### config.mk
export PLATFORM = sky130hd
export DESIGN_NAME = cog_delay_buffer
export DESIGN_NICKNAME = d
export VERILOG_FILES = /design/src/design/cog_pkg.sv /design/src/design/cog_delay_buffer.sv /design/src/design/cog_delay_stage.sv
export SDC_FILE = /design/constraint.sdc
export NUM_CORES = 1
export LEC_CHECK = 0
export BUFFER_PORTS_ARGS = -buffer_cell sky130_fd_sc_hd__buf_2
export CAP_MARGIN = 20
export CELL_PAD_IN_SITES_DETAIL_PLACEMENT = 1
export CELL_PAD_IN_SITES_GLOBAL_PLACEMENT = 1
export CORE_ASPECT_RATIO = 1.25
export CORE_MARGIN = 2
export CORE_UTILIZATION = 48
export CTS_CLUSTER_DIAMETER = 50
export DETAILED_ROUTE_END_ITERATION = 16
export PLACE_DENSITY_LB_ADDON = 0.1
export SLEW_MARGIN = 5
export SYNTH_ARGS = -nofsm -noshare
export SYNTH_HDL_FRONTEND = slang
export SYNTH_SLANG_ARGS = --single-unit
export TNS_END_PERCENT = 1
### constraint.sdc
create_clock -name SYS_CLK -period 3.3 [get_ports SYS_CLK]
set_clock_uncertainty 0.15 [all_clocks]
set_input_delay 0.33 -clock SYS_CLK [delete_from_list [all_inputs] [get_ports SYS_CLK]]
set_output_delay 0.33 -clock SYS_CLK [all_outputs]
set_load 0.005 [all_outputs]
### src/design/cog_pkg.sv
/*
 * Package for the complementary output generator delay and buffer block:
 * register offsets, field positions, reset values and shared types.
 * Assumes an APB slave with 32-bit data, one aligned word per register.
 */
package cog_pkg;

    // ------------------------------------------------------------------
    // Register map (byte addresses)
    // ------------------------------------------------------------------
    localparam logic [7:0] CONTROL_ZERO_OFFSET = 8'h00;
    localparam logic [7:0] RISING_PHASE_OFFSET = 8'h04;
    localparam logic [7:0] FALLING_PHASE_OFFSET = 8'h08;
    localparam logic [7:0] RISING_DEADBAND_OFFSET = 8'h0C;
    localparam logic [7:0] FALLING_DEADBAND_OFFSET = 8'h10;
    localparam logic [7:0] RISING_BLANKING_OFFSET = 8'h14;
    localparam logic [7:0] FALLING_BLANKING_OFFSET = 8'h18;
    localparam logic [7:0] STATUS_OFFSET = 8'h1C;

    // ------------------------------------------------------------------
    // Fields of control_register_zero and the status register
    // ------------------------------------------------------------------
    localparam int ENABLE_BIT_POS = 7;
    localparam int LOAD_BIT_POS = 6;
    localparam int STATUS_OUT0_POS = 0;
    localparam int STATUS_OUT1_POS = 1;
    localparam int STATUS_PENDING_POS = 2;

    localparam int COUNT_WIDTH = 6;
    localparam logic [COUNT_WIDTH-1:0] COUNT_RESET = 6'h00;

    // Count set: one entry per timing stage
    typedef struct packed {
        logic [COUNT_WIDTH-1:0] phase_rise;
        logic [COUNT_WIDTH-1:0] phase_fall;
        logic [COUNT_WIDTH-1:0] dead_rise;
        logic [COUNT_WIDTH-1:0] dead_fall;
        logic [COUNT_WIDTH-1:0] blank_rise;
        logic [COUNT_WIDTH-1:0] blank_fall;
    } count_set_t;

    localparam count_set_t COUNT_SET_RESET = '0;

    typedef struct packed {
        logic psel;
        logic penable;
        logic pwrite;
        logic [7:0] paddr;
        logic [31:0] pwdata;
    } apb_req_t;

    typedef struct packed {
        logic [31:0] prdata;
        logic pready;
        logic pslverr;
    } apb_rsp_t;

endpackage

### src/design/cog_delay_buffer.sv
/*
 * Complementary output generator timing stages with double-buffered counts.
 * Holds the APB register file, the working count buffers and the
 * blanking, phase and dead-band stages feeding the two output flops.
 * Assumes rising/falling event inputs are synchronous on-chip levels.
 */
// The register addresses and register access over APB were chosen for this implementation.
`timescale 1ns/10ps
module cog_delay_buffer import cog_pkg::*; (
    input wire logic SYS_CLK,
    input wire logic SYS_RST,
    input wire logic PSEL,
    input wire logic PENABLE,
    input wire logic PWRITE,
    input wire logic [7:0] PADDR,
    input wire logic [31:0] PWDATA,
    output logic [31:0] PRDATA,
    output logic PREADY,
    output logic PSLVERR,
    input wire logic RISE_EVENT,
    input wire logic FALL_EVENT,
    output logic OUT0,
    output logic OUT1
);

    // ------------------------------------------------------------------
    // State
    // ------------------------------------------------------------------
    typedef struct packed {
        logic enable;
        logic load_pending;
        count_set_t shadow;
        count_set_t work;
        apb_rsp_t rsp;
        logic drive;
        logic out0;
        logic out1;
    } top_state_t;

    top_state_t st_reg;
    top_state_t st_next;

    apb_req_t req;
    logic blank_rise_q;
    logic blank_fall_q;
    logic phase_rise_q;
    logic phase_fall_q;
    logic dead_rise_q;
    logic dead_fall_q;
    logic out_level;

    assign req = '{psel: PSEL, penable: PENABLE, pwrite: PWRITE, paddr: PADDR,
                   pwdata: PWDATA};

    // ------------------------------------------------------------------
    // Timing stages
    // ------------------------------------------------------------------
    // Blanking sits first so masked edges never reach the phase counter
    cog_delay_stage #(.WIDTH(COUNT_WIDTH)) u_blank_rise (
        .clk(SYS_CLK), .rst(SYS_RST), .enable(st_reg.enable),
        .in_level(RISE_EVENT), .count(st_reg.work.blank_rise),
        .out_level(blank_rise_q)
    );
    cog_delay_stage #(.WIDTH(COUNT_WIDTH)) u_blank_fall (
        .clk(SYS_CLK), .rst(SYS_RST), .enable(st_reg.enable),
        .in_level(FALL_EVENT), .count(st_reg.work.blank_fall),
        .out_level(blank_fall_q)
    );
    cog_delay_stage #(.WIDTH(COUNT_WIDTH)) u_phase_rise (
        .clk(SYS_CLK), .rst(SYS_RST), .enable(st_reg.enable),
        .in_level(blank_rise_q), .count(st_reg.work.phase_rise),
        .out_level(phase_rise_q)
    );
    cog_delay_stage #(.WIDTH(COUNT_WIDTH)) u_phase_fall (
        .clk(SYS_CLK), .rst(SYS_RST), .enable(st_reg.enable),
        .in_level(blank_fall_q), .count(st_reg.work.phase_fall),
        .out_level(phase_fall_q)
    );

    // Dead-band acts on the output level built from the phased events
    cog_delay_stage #(.WIDTH(COUNT_WIDTH)) u_dead_rise (
        .clk(SYS_CLK), .rst(SYS_RST), .enable(st_reg.enable),
        .in_level(out_level), .count(st_reg.work.dead_rise),
        .out_level(dead_rise_q)
    );
    cog_delay_stage #(.WIDTH(COUNT_WIDTH)) u_dead_fall (
        .clk(SYS_CLK), .rst(SYS_RST), .enable(st_reg.enable),
        .in_level(!out_level), .count(st_reg.work.dead_fall),
        .out_level(dead_fall_q)
    );

    // ------------------------------------------------------------------
    // Register file, buffer transfer and output flops
    // ------------------------------------------------------------------
    always_comb begin
        logic wr;
        logic rd;
        logic [COUNT_WIDTH-1:0] wcount;
        wr = 1'b0;
        rd = 1'b0;
        wcount = '0;
        st_next = st_reg;
        st_next.rsp.pready = 1'b0;
        st_next.rsp.pslverr = 1'b0;
        // Read data stands only in the access cycle of a read
        st_next.rsp.prdata = '0;
        wr = req.psel && !req.penable && req.pwrite;
        rd = req.psel && !req.penable && !req.pwrite;
        wcount = req.pwdata[COUNT_WIDTH-1:0];

        // Levels of the phased events set and clear the drive level, the fall event winning
        if (phase_rise_q && !phase_fall_q) begin
            st_next.drive = 1'b1;
        end else if (phase_fall_q) begin
            st_next.drive = 1'b0;
        end

        // Pending load taken on the next clock, without waiting for a generator cycle boundary
        if (st_reg.load_pending) begin
            st_next.work = st_reg.shadow;
            st_next.load_pending = 1'b0;
        end

        if (req.psel && !req.penable) begin
            st_next.rsp.pready = 1'b1;
            st_next.rsp.prdata = '0;
            case (req.paddr)
                CONTROL_ZERO_OFFSET: begin
                    if (wr) begin
                        st_next.enable = req.pwdata[ENABLE_BIT_POS];
                        // Load needs enable both before and after the write
                        if (req.pwdata[LOAD_BIT_POS] && st_reg.enable
                            && req.pwdata[ENABLE_BIT_POS]) begin
                            st_next.load_pending = 1'b1;
                        end
                    end
                    st_next.rsp.prdata[ENABLE_BIT_POS] = st_reg.enable;
                    st_next.rsp.prdata[LOAD_BIT_POS] = st_reg.load_pending;
                end
                RISING_PHASE_OFFSET: begin
                    if (wr) st_next.shadow.phase_rise = wcount;
                    st_next.rsp.prdata[COUNT_WIDTH-1:0] = st_reg.shadow.phase_rise;
                end
                FALLING_PHASE_OFFSET: begin
                    if (wr) st_next.shadow.phase_fall = wcount;
                    st_next.rsp.prdata[COUNT_WIDTH-1:0] = st_reg.shadow.phase_fall;
                end
                RISING_DEADBAND_OFFSET: begin
                    if (wr) st_next.shadow.dead_rise = wcount;
                    st_next.rsp.prdata[COUNT_WIDTH-1:0] = st_reg.shadow.dead_rise;
                end
                FALLING_DEADBAND_OFFSET: begin
                    if (wr) st_next.shadow.dead_fall = wcount;
                    st_next.rsp.prdata[COUNT_WIDTH-1:0] = st_reg.shadow.dead_fall;
                end
                RISING_BLANKING_OFFSET: begin
                    if (wr) st_next.shadow.blank_rise = wcount;
                    st_next.rsp.prdata[COUNT_WIDTH-1:0] = st_reg.shadow.blank_rise;
                end
                FALLING_BLANKING_OFFSET: begin
                    if (wr) st_next.shadow.blank_fall = wcount;
                    st_next.rsp.prdata[COUNT_WIDTH-1:0] = st_reg.shadow.blank_fall;
                end
                STATUS_OFFSET: begin
                    st_next.rsp.prdata[STATUS_OUT0_POS] = st_reg.out0;
                    st_next.rsp.prdata[STATUS_OUT1_POS] = st_reg.out1;
                    st_next.rsp.prdata[STATUS_PENDING_POS] = st_reg.load_pending;
                end
                default: begin
                    st_next.rsp.pslverr = 1'b1;
                end
            endcase
            if (!rd) begin
                st_next.rsp.prdata = '0;
            end
        end

        // Disabled: counts go straight to the working buffers
        if (!st_next.enable) begin
            st_next.work = st_next.shadow;
            st_next.load_pending = 1'b0;
        end
        // Enabled: work only changes through the load transfer above

        // Complementary flops, each side held off by its dead-band stage
        if (st_reg.enable) begin
            st_next.out0 = out_level && dead_rise_q;
            st_next.out1 = !out_level && dead_fall_q;
        end else begin
            st_next.out0 = 1'b0;
            st_next.out1 = 1'b0;
        end
    end

    assign out_level = st_reg.drive;

    // No sleep gating: runs while SYS_CLK and the events keep running
    always_ff @(posedge SYS_CLK) begin
        if (SYS_RST) begin
            st_reg <= '0;
        end else begin
            st_reg <= st_next;
        end
    end

    // ------------------------------------------------------------------
    // Outputs, straight from the state flops
    // ------------------------------------------------------------------

    assign PRDATA = st_reg.rsp.prdata;
    assign PREADY = st_reg.rsp.pready;
    assign PSLVERR = st_reg.rsp.pslverr;
    assign OUT0 = st_reg.out0;
    assign OUT1 = st_reg.out1;

endmodule // cog_delay_buffer

### src/design/cog_delay_stage.sv
/*
 * One delay stage: a level change on the input appears on the output after
 * count cycles (plus the one-cycle sampling that bounds uncertainty).
 * Assumes the input is synchronous to the same clock.
 */
`timescale 1ns/10ps
module cog_delay_stage import cog_pkg::*; #(
    parameter int WIDTH = COUNT_WIDTH
) (
    input wire logic clk,
    input wire logic rst,
    input wire logic enable,
    input wire logic in_level,
    input wire logic [WIDTH-1:0] count,
    output logic out_level
);

    typedef struct packed {
        logic out;
        logic busy;
        logic [WIDTH-1:0] remain;
    } stage_state_t;

    stage_state_t state_reg;
    stage_state_t state_next;

    // Elaboration check: counter width the logic can serve
    if (WIDTH < 1 || WIDTH > 16) begin : g_width_check
        $error("cog_delay_stage: WIDTH out of range");
    end

    always_comb begin
        state_next = state_reg;
        if (!enable) begin
            state_next = '{out: 1'b0, busy: 1'b0, remain: '0};
        end else if (count == '0) begin
            // Zero count: event passes straight through
            state_next.out = in_level;
            state_next.busy = 1'b0;
        end else if (in_level != state_reg.out) begin
            // Registered output keeps the next stage free of added jitter
            if (!state_reg.busy) begin
                state_next.busy = 1'b1;
                state_next.remain = count - 1'b1;
            end else if (state_reg.remain == '0) begin
                state_next.out = in_level;
                state_next.busy = 1'b0;
            end else begin
                state_next.remain = state_reg.remain - 1'b1;
            end
        end else begin
            state_next.busy = 1'b0;
        end
    end

    always_ff @(posedge clk) begin
        if (rst) begin
            state_reg <= '0;
        end else begin
            state_reg <= state_next;
        end
    end

    assign out_level = state_reg.out;

endmodule // cog_delay_stage

Yosys cells after proc, flatten, opt, wreduce, memory -nomap -nowiden
Index checks and enable logic that the tools add are counted.
- flip-flop bits (word level): 159
- output and inout port bits: 36
- logic and storage cells: 224
- bits of input ports: 47
- mux-type cells: 66
- reduce and logical (&&, ||, !) cells: 68
- add/sub/neg operators: 12
- bitwise gates (word level): 18
- equal/unequal tests: 20
- operators with widths (operator ; count):
    $mux W6 ; 18
    $logic_not A6 Y1 ; 12
    $mux W36 ; 2
    $sub A6 B1 Y6 const B ; 12
    $mux W7 ; 6
    $mux W38 ; 1
    $reduce_bool A2 Y1 ; 19
    $reduce_and A3 Y1 ; 12
    $eq A8 B5 Y1 const B ; 4
    $mux W2 ; 15
    $reduce_or A4 Y1 ; 7
    $mux W1 ; 22
    $pmux W3 S7 ; 1
    $not A1 Y1 ; 18
    $pmux W3 S6 ; 1
    $eq A8 B4 Y1 const B ; 2
    $ne A2 B2 Y1 const B ; 7
    $eq A8 B3 Y1 const B ; 1
    $logic_and A1 B1 Y1 ; 8
    $logic_not A8 Y1 ; 1
    $reduce_or A8 Y1 ; 1
    $ne A1 B1 Y1 ; 6
    $reduce_or A5 Y1 ; 1
    $logic_not A1 Y1 ; 4
    2 further kinds ; 3

Longest topological paths before layout
Gate-level depths: netlist of the first run.
- depth after elaboration: 8
- depth in mapped cells: 8
- gate-level depth less buffers: 7

Modules after synthesis
Synthesis of the first run repeated with hierarchy kept, for this count alone.
- cell total of the unflattened synthesis: 918
- area, all modules: 8226.6 um^2
- modules (own cells, without submodules) (module ; sequential area each (um^2) ; instances ; area an instance (um^2) ; cells each):
    cog_delay_buffer ; 1741.7 ; 1 ; 4566.9 ; 500
    cog_delay_stage at u_blank_fall ... ; 160.2 ; 4 ; 618.1 ; 70
    cog_delay_stage at u_phase_fall ; 160.2 ; 1 ; 595.6 ; 69
    cog_delay_stage at u_phase_rise ; 160.2 ; 1 ; 591.8 ; 69

Worst setup path before layout of the first run
No wires, ideal clock.
- path kind: flip-flop to flip-flop
- start point: reg u_phase_rise.state_reg[6] (netlist bit)
- end point: reg u_phase_rise.state_reg[4] (netlist bit)
- library setup time: 117 ps
- slack: 1210 ps
- data required time: 3033 ps
- data arrival time: 1822 ps
- clock period less this slack: 2090 ps
- cell stages (with the launch flop): 9
- buffers on the path: 1
- cells stage by stage: dfxtp_1 > clkbuf_1 > mux2i_1 > ha_1 > inv_1 > or3_1 > xor2_1 > o22ai_1 > a32o_1
- longest elaborated chain between the ends: 2
- elaborated cells between the ends (all ways): 3
- classes of those cells: eq/ne (1); mux (1); reduce/logical (1)
- ends and longest elaborated chain (what ; line ; source):
    start, declared ; cog_delay_stage.sv:24 ; stage_state_t state_reg;
    start signal, assigned ; cog_delay_stage.sv:60 ; state_reg <= state_next;
    $ne A2 B2 Y1 (no source line) ; - ;
    $reduce_and A3 Y1 (no source line) ; - ;
Parallel ways exist; a longest one is shown, timed or not.
A chain may end at the register's enable or synchronous reset.

Final worst setup path of the first run
- start point: reg st_reg[110] (netlist bit)
- end point: reg st_reg[109] (netlist bit)
- longest elaborated chain between the ends: 5
- elaborated cells between the ends (all ways): 8
- classes of those cells: mux (4); bitwise (1); reduce/logical (3)
- ends and longest elaborated chain (what ; line ; source):
    start, declared ; cog_delay_buffer.sv:40 ; top_state_t st_reg;
    start signal, assigned ; cog_delay_buffer.sv:202 ; st_reg <= st_next;
    $mux W2 ; cog_delay_buffer.sv:129 ; if (wr) begin
    $mux W2 ; cog_delay_buffer.sv:127 ; case (req.paddr)
    $mux W38 ; cog_delay_buffer.sv:124 ; if (req.psel && !req.penable) begin
    $not A1 Y1 (no source line) ; - ;
    $reduce_or A5 Y1 (no source line) ; - ;
Parallel ways exist; a longest one is shown, timed or not.

==> impl_metrics.ini, run 1 <==
[global_routing]
grt_max_degree = 74
grt_pass1_vias = 6277
grt-ovfl-total = 0
grt_util_all_layers = 0.2582
antenna_found_initial = 0
grt_pass1_wl_um = 32600

[place]
portBuffers = 34
gp_routability_congestion = 0.8424
hpwl_um = 13370

[logic_synthesis]
ys_warn_count = 0
synth_edf_count = 0
yosysSeqAreaShare = 0.3835
synth_cell_types = 71
synth_flop_cell = dfxtp_1
synth_seq_cells = 135
async_reset_ff_frac = 0
netlist_instances = 794
avgSynthCellArea_um2 = 8.875
syn_area_um2 = 7047

[power_and_ir_drop]
finalPower_mw = 3.611
vdd_drop_max_uv = 308.6
leakage_nw = 2.958
power.density_nw_per_um2 = 466.3

[floorplan]
dieArea_um2 = 15670
die_w_um = 112.4
coreArea_um2 = 14350
ios = 83
rows = 49
start_util = 0.4912
die_y_um = 139.5

[cells_and_area]
final_cell_mix = 134 x dfxtp_1, 81 x nor2_1, 81 x a211oi_1
synthToLayoutAreaGrowth_pct = 9.890
layout_commonest_cell = dfxtp_1
multi_input_area_um2 = 3943
largest_reg_flops = 74
n_antenna_cell = 0
drive_gt1_frac = 0.1169
seqCellArea_um2 = 2704
nNetsFinal = 855
nFillCells = 1701

[timing]
report.final.hold_viol_count = 0
hold_ws_ps = 25.99
rsz0062_at_grt = no
min_period_ps = 2397
tns_ps = 0
fin_crit_sh = 0.7263
relSlewSlack = 0.5045
fmax_mhz = 417.3
setup-violations-final = 0
slew_violations = 0
worst_pin_slew_ps = 741.7

[detailed_routing]
vias_per_cell = 6.078
drtIter0Drc = 351
routed_wl_um = 19660
ant_nets = 0
drc_errors = 0
wl_per_cell_um = 19.84
drtPass1Iterations = 4
vias = 6023

[worst_setup_path]
critPathLaunchType = flip-flop
worstPathMaxFanout = 14
arrival_ps = 2600
end_kind = flip-flop
critPathKind = reg2reg
worst_ep_required_time_ps = 3510

[clock_tree]
clk_pin_slew_worst_paths_ps = 60
cts.sinks = 135
clk_latency_ps = 430
cts_buffers = 17
postCtsHoldBufs = 2
h-tree-depth = 4
post_cts_resized = 0
clock_path_buffers = 2
post_cts_buffers = 0
cts_tree = yes
cts-root-buf = clkbuf_16

[hold_path]
holdCritPathClass = in2reg

[outcome]
run_status = finished, final reports clean

[flow_run]
drv_cap = 0
[logic make-up (layout without fill, tap and decap cells)]
group                    count (synthesis)  count (layout)  share of synthesized area
AND/OR/NAND/NOR                        279             279                     0.2120
AO/OA/AOI/OAI                          202             202                     0.2017
flip-flops                             135             135                     0.3835
buffers and inverters                   90              86                    0.06925
multiplexers                            71              71                     0.1088
adder cells (fa/ha/maj)                  8               8                    0.01421
XOR/XNOR                                 8               8                   0.009944
other                                    1              24                  0.0005322
[layout make-up]
class	count	area share
multi-input combinational	592	0.5091
sequential	135	0.3492
clock buffer	24	0.06221
timing repair buffer	43	0.03296
tap	178	0.02876
clock inverter	8	0.01244
inverter	11	0.005332
[power by group]
part,internal (mW),total (mW),switching (mW)
clock,1.17,1.89,0.720
sequential,1.63,1.63,0.000880
combinational,0.0257,0.0901,0.0645
total,2.83,3.61,0.785
[final timing paths]
check | startpoint | end | slack, ps | depth (start not counted)
max | st_reg[110] | st_reg[109] | 900 | 5
max reg2reg | st_reg[110] | st_reg[109] | 900 | 5
min reg2reg | u_blank_fall.state_reg[5] | u_blank_fall.state_reg[5] | 320 | 2
min | FALL_EVENT | u_blank_fall.out_level | 30 | 3
[routing by layer]
metal	GRT usage	part of all wire	vias to the layer above
met5	0	0	-
met4	0.09564	0.022	0
met3	0.04834	0.026	35
met2	0.4490	0.51	104
met1	0.3171	0.44	3002
li1	-	-	2882
[Yosys cell counts, drive strengths merged (5+ instances only)]
library cell / n / share of area
dfxtp: 135 / 0.38
a211oi: 81 / 0.086
nor2: 81 / 0.043
mux2i: 63 / 0.091
buf: 48 / 0.047
nor2b: 45 / 0.040
nand2: 43 / 0.024
a21oi: 35 / 0.025
clkbuf: 31 / 0.017
nor3: 31 / 0.025
o21ai: 29 / 0.021
or3: 14 / 0.013
inv: 11 / 0.0059
nand3: 10 / 0.0071
a31oi: 8 / 0.0071
ha: 8 / 0.014
nand3b: 8 / 0.0085
a21o: 7 / 0.0075
nor3b: 7 / 0.0075
nor4: 7 / 0.0071
a32o: 5 / 0.0071
and2: 5 / 0.0044
mux2: 5 / 0.0080
o31ai: 5 / 0.0073
or4: 5 / 0.0053
xnor2: 5 / 0.0062
[stage by stage]
stage	std cells	util	setup WS (ps)	cell area, um2
global route	991	0.5398	773.3	7744
floorplan	817	-	1210	7133
global placement	957	0.4981	846.0	7146
CTS	991	0.5398	927.9	7744
detailed placement	957	0.4981	732.2	7146
finish	991	0.5398	903.4	7744
[worst max-delay path, cell delays in order, from the launching register on]
cell and delay, ps:
dfxtp_1 440, nor2b_1 570, buf_4 390, nand3_1 120, dlygate4sd3_1 570, nor2_1 80
(Power assumes the default switching activity.)
==> inputs of run 2 (changes only) <==
Settings changed: ABC_AREA set to 1, CORE_UTILIZATION 48 to 42.
Clock period 3.3 ns to 2.25 ns, I/O delays scaled along.
==> impl_metrics.ini, run 2 <==
[outcome]
run_status = finished, final reports clean

[cells_and_area]
final_cell_mix = 299 x nand2_1, 145 x nor2_1, 139 x o21ai_0
largest_reg_flops = 74
n_antenna_cell = 0
multi_input_area_um2 = 3726
nFillCells = 2302
seqCellArea_um2 = 2703
nNetsFinal = 1217
final_core_util = 0.4898
layout_commonest_cell = nand2_1
drive_gt1_frac = 0.09710
synthToLayoutAreaGrowth_pct = 14.06

[timing]
rsz0062_at_grt = no
min_period_ps = 2131
fin_crit_sh = 0.9473
fmax_mhz = 469.2
tns_ps = 0
slew_violations = 0
worst_pin_slew_ps = 572.3
setup-violations-final = 0
relSlewSlack = 0.6185
hold_ws_ps = 23.84
report.final.hold_viol_count = 0

[logic_synthesis]
avgSynthCellArea_um2 = 6.483
async_reset_ff_frac = 0
netlist_instances = 1120
yosysTopAreaCell = dfxtp_1
synth_edf_count = 0
synth_flop_cell = dfxtp_1
synth_seq_cells = 135
synth.most_common_cell = nand2_1
synth_cell_types = 35
ys_top_cells_by_area = dfxtp_1 37%, nand2_1 15%, o21ai_0 9.6%
ys_warn_count = 0
syn_area_um2 = 7261
yosysTopAreaCellShare = 0.3722
yosysSeqAreaShare = 0.3722
synth_common_cells = 299 x nand2_1, 146 x nor2_1, 139 x o21ai_0

[power_and_ir_drop]
leakage_nw = 3.845
finalPower_mw = 5.599
power.density_nw_per_um2 = 676.1
vdd_drop_max_uv = 535.5

[detailed_routing]
drtPass1Iterations = 5
drc_errors = 0
vias_per_cell = 5.103
wl_per_cell_um = 16.23
vias = 7113
drtIter0Drc = 296
routed_wl_um = 22620
ant_nets = 0

[clock_tree]
h-tree-depth = 4
cts-root-buf = clkbuf_16
clk_pin_slew_worst_paths_ps = 60
cts_tree = yes
post_cts_buffers = 0
clock_path_buffers = 2
cts.sinks = 135
clk_latency_ps = 420
cts_buffers = 17

[global_routing]
grt_pass1_vias = 7246
grt_pass1_wl_um = 36840
grt_util_all_layers = 0.2580
antenna_found_initial = 0
grt_max_degree = 55
grt-ovfl-total = 0

[floorplan]
dieArea_um2 = 18360
coreArea_um2 = 16910
die_y_um = 151
start_util = 0.4294
die_w_um = 121.6
ios = 83
rows = 53

[worst_setup_path]
cp_slowest_cell = dlygate4sd3_1
crit_chain = dlygate4sd3_1, buf_2, nor2_2, clkbuf_8, nand2_1, nor2_1, dlygate4sd3_1
critPathLaunchType = primary input
critPathKind = in2reg
worstPathMaxFanout = 37
max_stage_delay_ps = 570
end_kind = flip-flop
critical_path.most_common_cell = dlygate4sd3_1
rr_worst_depth = 6
worst_ep_required_time_ps = 2460
arrival_ps = 2350

[place]
hpwl_um = 16140
portBuffers = 34
gp_routability_congestion = 0.8454

[hold_path]
whs_path_depth = 3
holdCritPathClass = in2reg

[flow_run]
drv_cap = 0
run 2: cell count changes in the layout (fill, tap and decap cells not counted), moves of 45 or more:
| cell | change |
|---|---|
| a211oi_1 | -81 |
| nor2b_1 | -45 |
| nand2_1 | +257 |
| mux2i_1 | -61 |
| inv_1 | +122 |
| nor2_1 | +64 |
| o21ai_0 | +112 |
run 2: cells by family after synthesis:
family | Yosys count | synth area share
compound gates | 215 | 0.1558
xor+xnor | 16 | 0.01930
fa+ha+maj | 8 | 0.01379
buf+inv | 203 | 0.1268
flops | 135 | 0.3722
mux | 1 | 0.001379
other cells | 1 | 0.0005165
simple gates | 541 | 0.3102
run 2: worst paths after layout:
kind,startpoint,end,slack [ps]
worst max-delay path,SYS_RST,st_reg[109],120
worst min-delay path,PWDATA[5],st_reg[108],20
worst max register to register,st_reg[110],st_reg[109],270
worst min register to register,u_phase_fall.state_reg[2],u_phase_fall.state_reg[2],320
run 2: layout make-up:
class | count | share of cell area
clock buffer | 22 | 0.05484
multi-input combinational | 805 | 0.4499
tap | 220 | 0.03324
clock inverter | 9 | 0.02100
inverter | 140 | 0.06345
timing repair buffer | 63 | 0.05122
sequential | 135 | 0.3263
run 2: metal layers:
layer,wire length (um),track usage
met5,0,0
met4,615,0.09138
met3,675,0.04029
met2,11180,0.4562
met1,10150,0.3168
run 2: report_power, final:
group          total, mW  switching (mW)  internal (mW)
Clock               3.04            1.06           1.99
Sequential          2.40         0.00175           2.39
Combinational      0.162           0.111         0.0509
run 2: stage by stage:
step,area (um2),instances,worst slack (ps)
after floorplan,7347,1143,639.4
after global placement,7577,1356,298.8
after detailed placement,7577,1356,275.4
after CTS,8275,1394,55.81
after global routing,8282,1394,5.949
final,8282,1394,118.7
run 2: repair_timing:
item | in CTS | in global routing
resized for setup | 0 | 2
endpoints found under the setup margin | 0 | 1
endpoints found under the hold margin | 6 | 0
hold buffers | 7 | 0
run 2: critical path, delay by kind of cell:
family        cells  cell delay (ps)
buf+inv           4             1620
simple gates      3              490
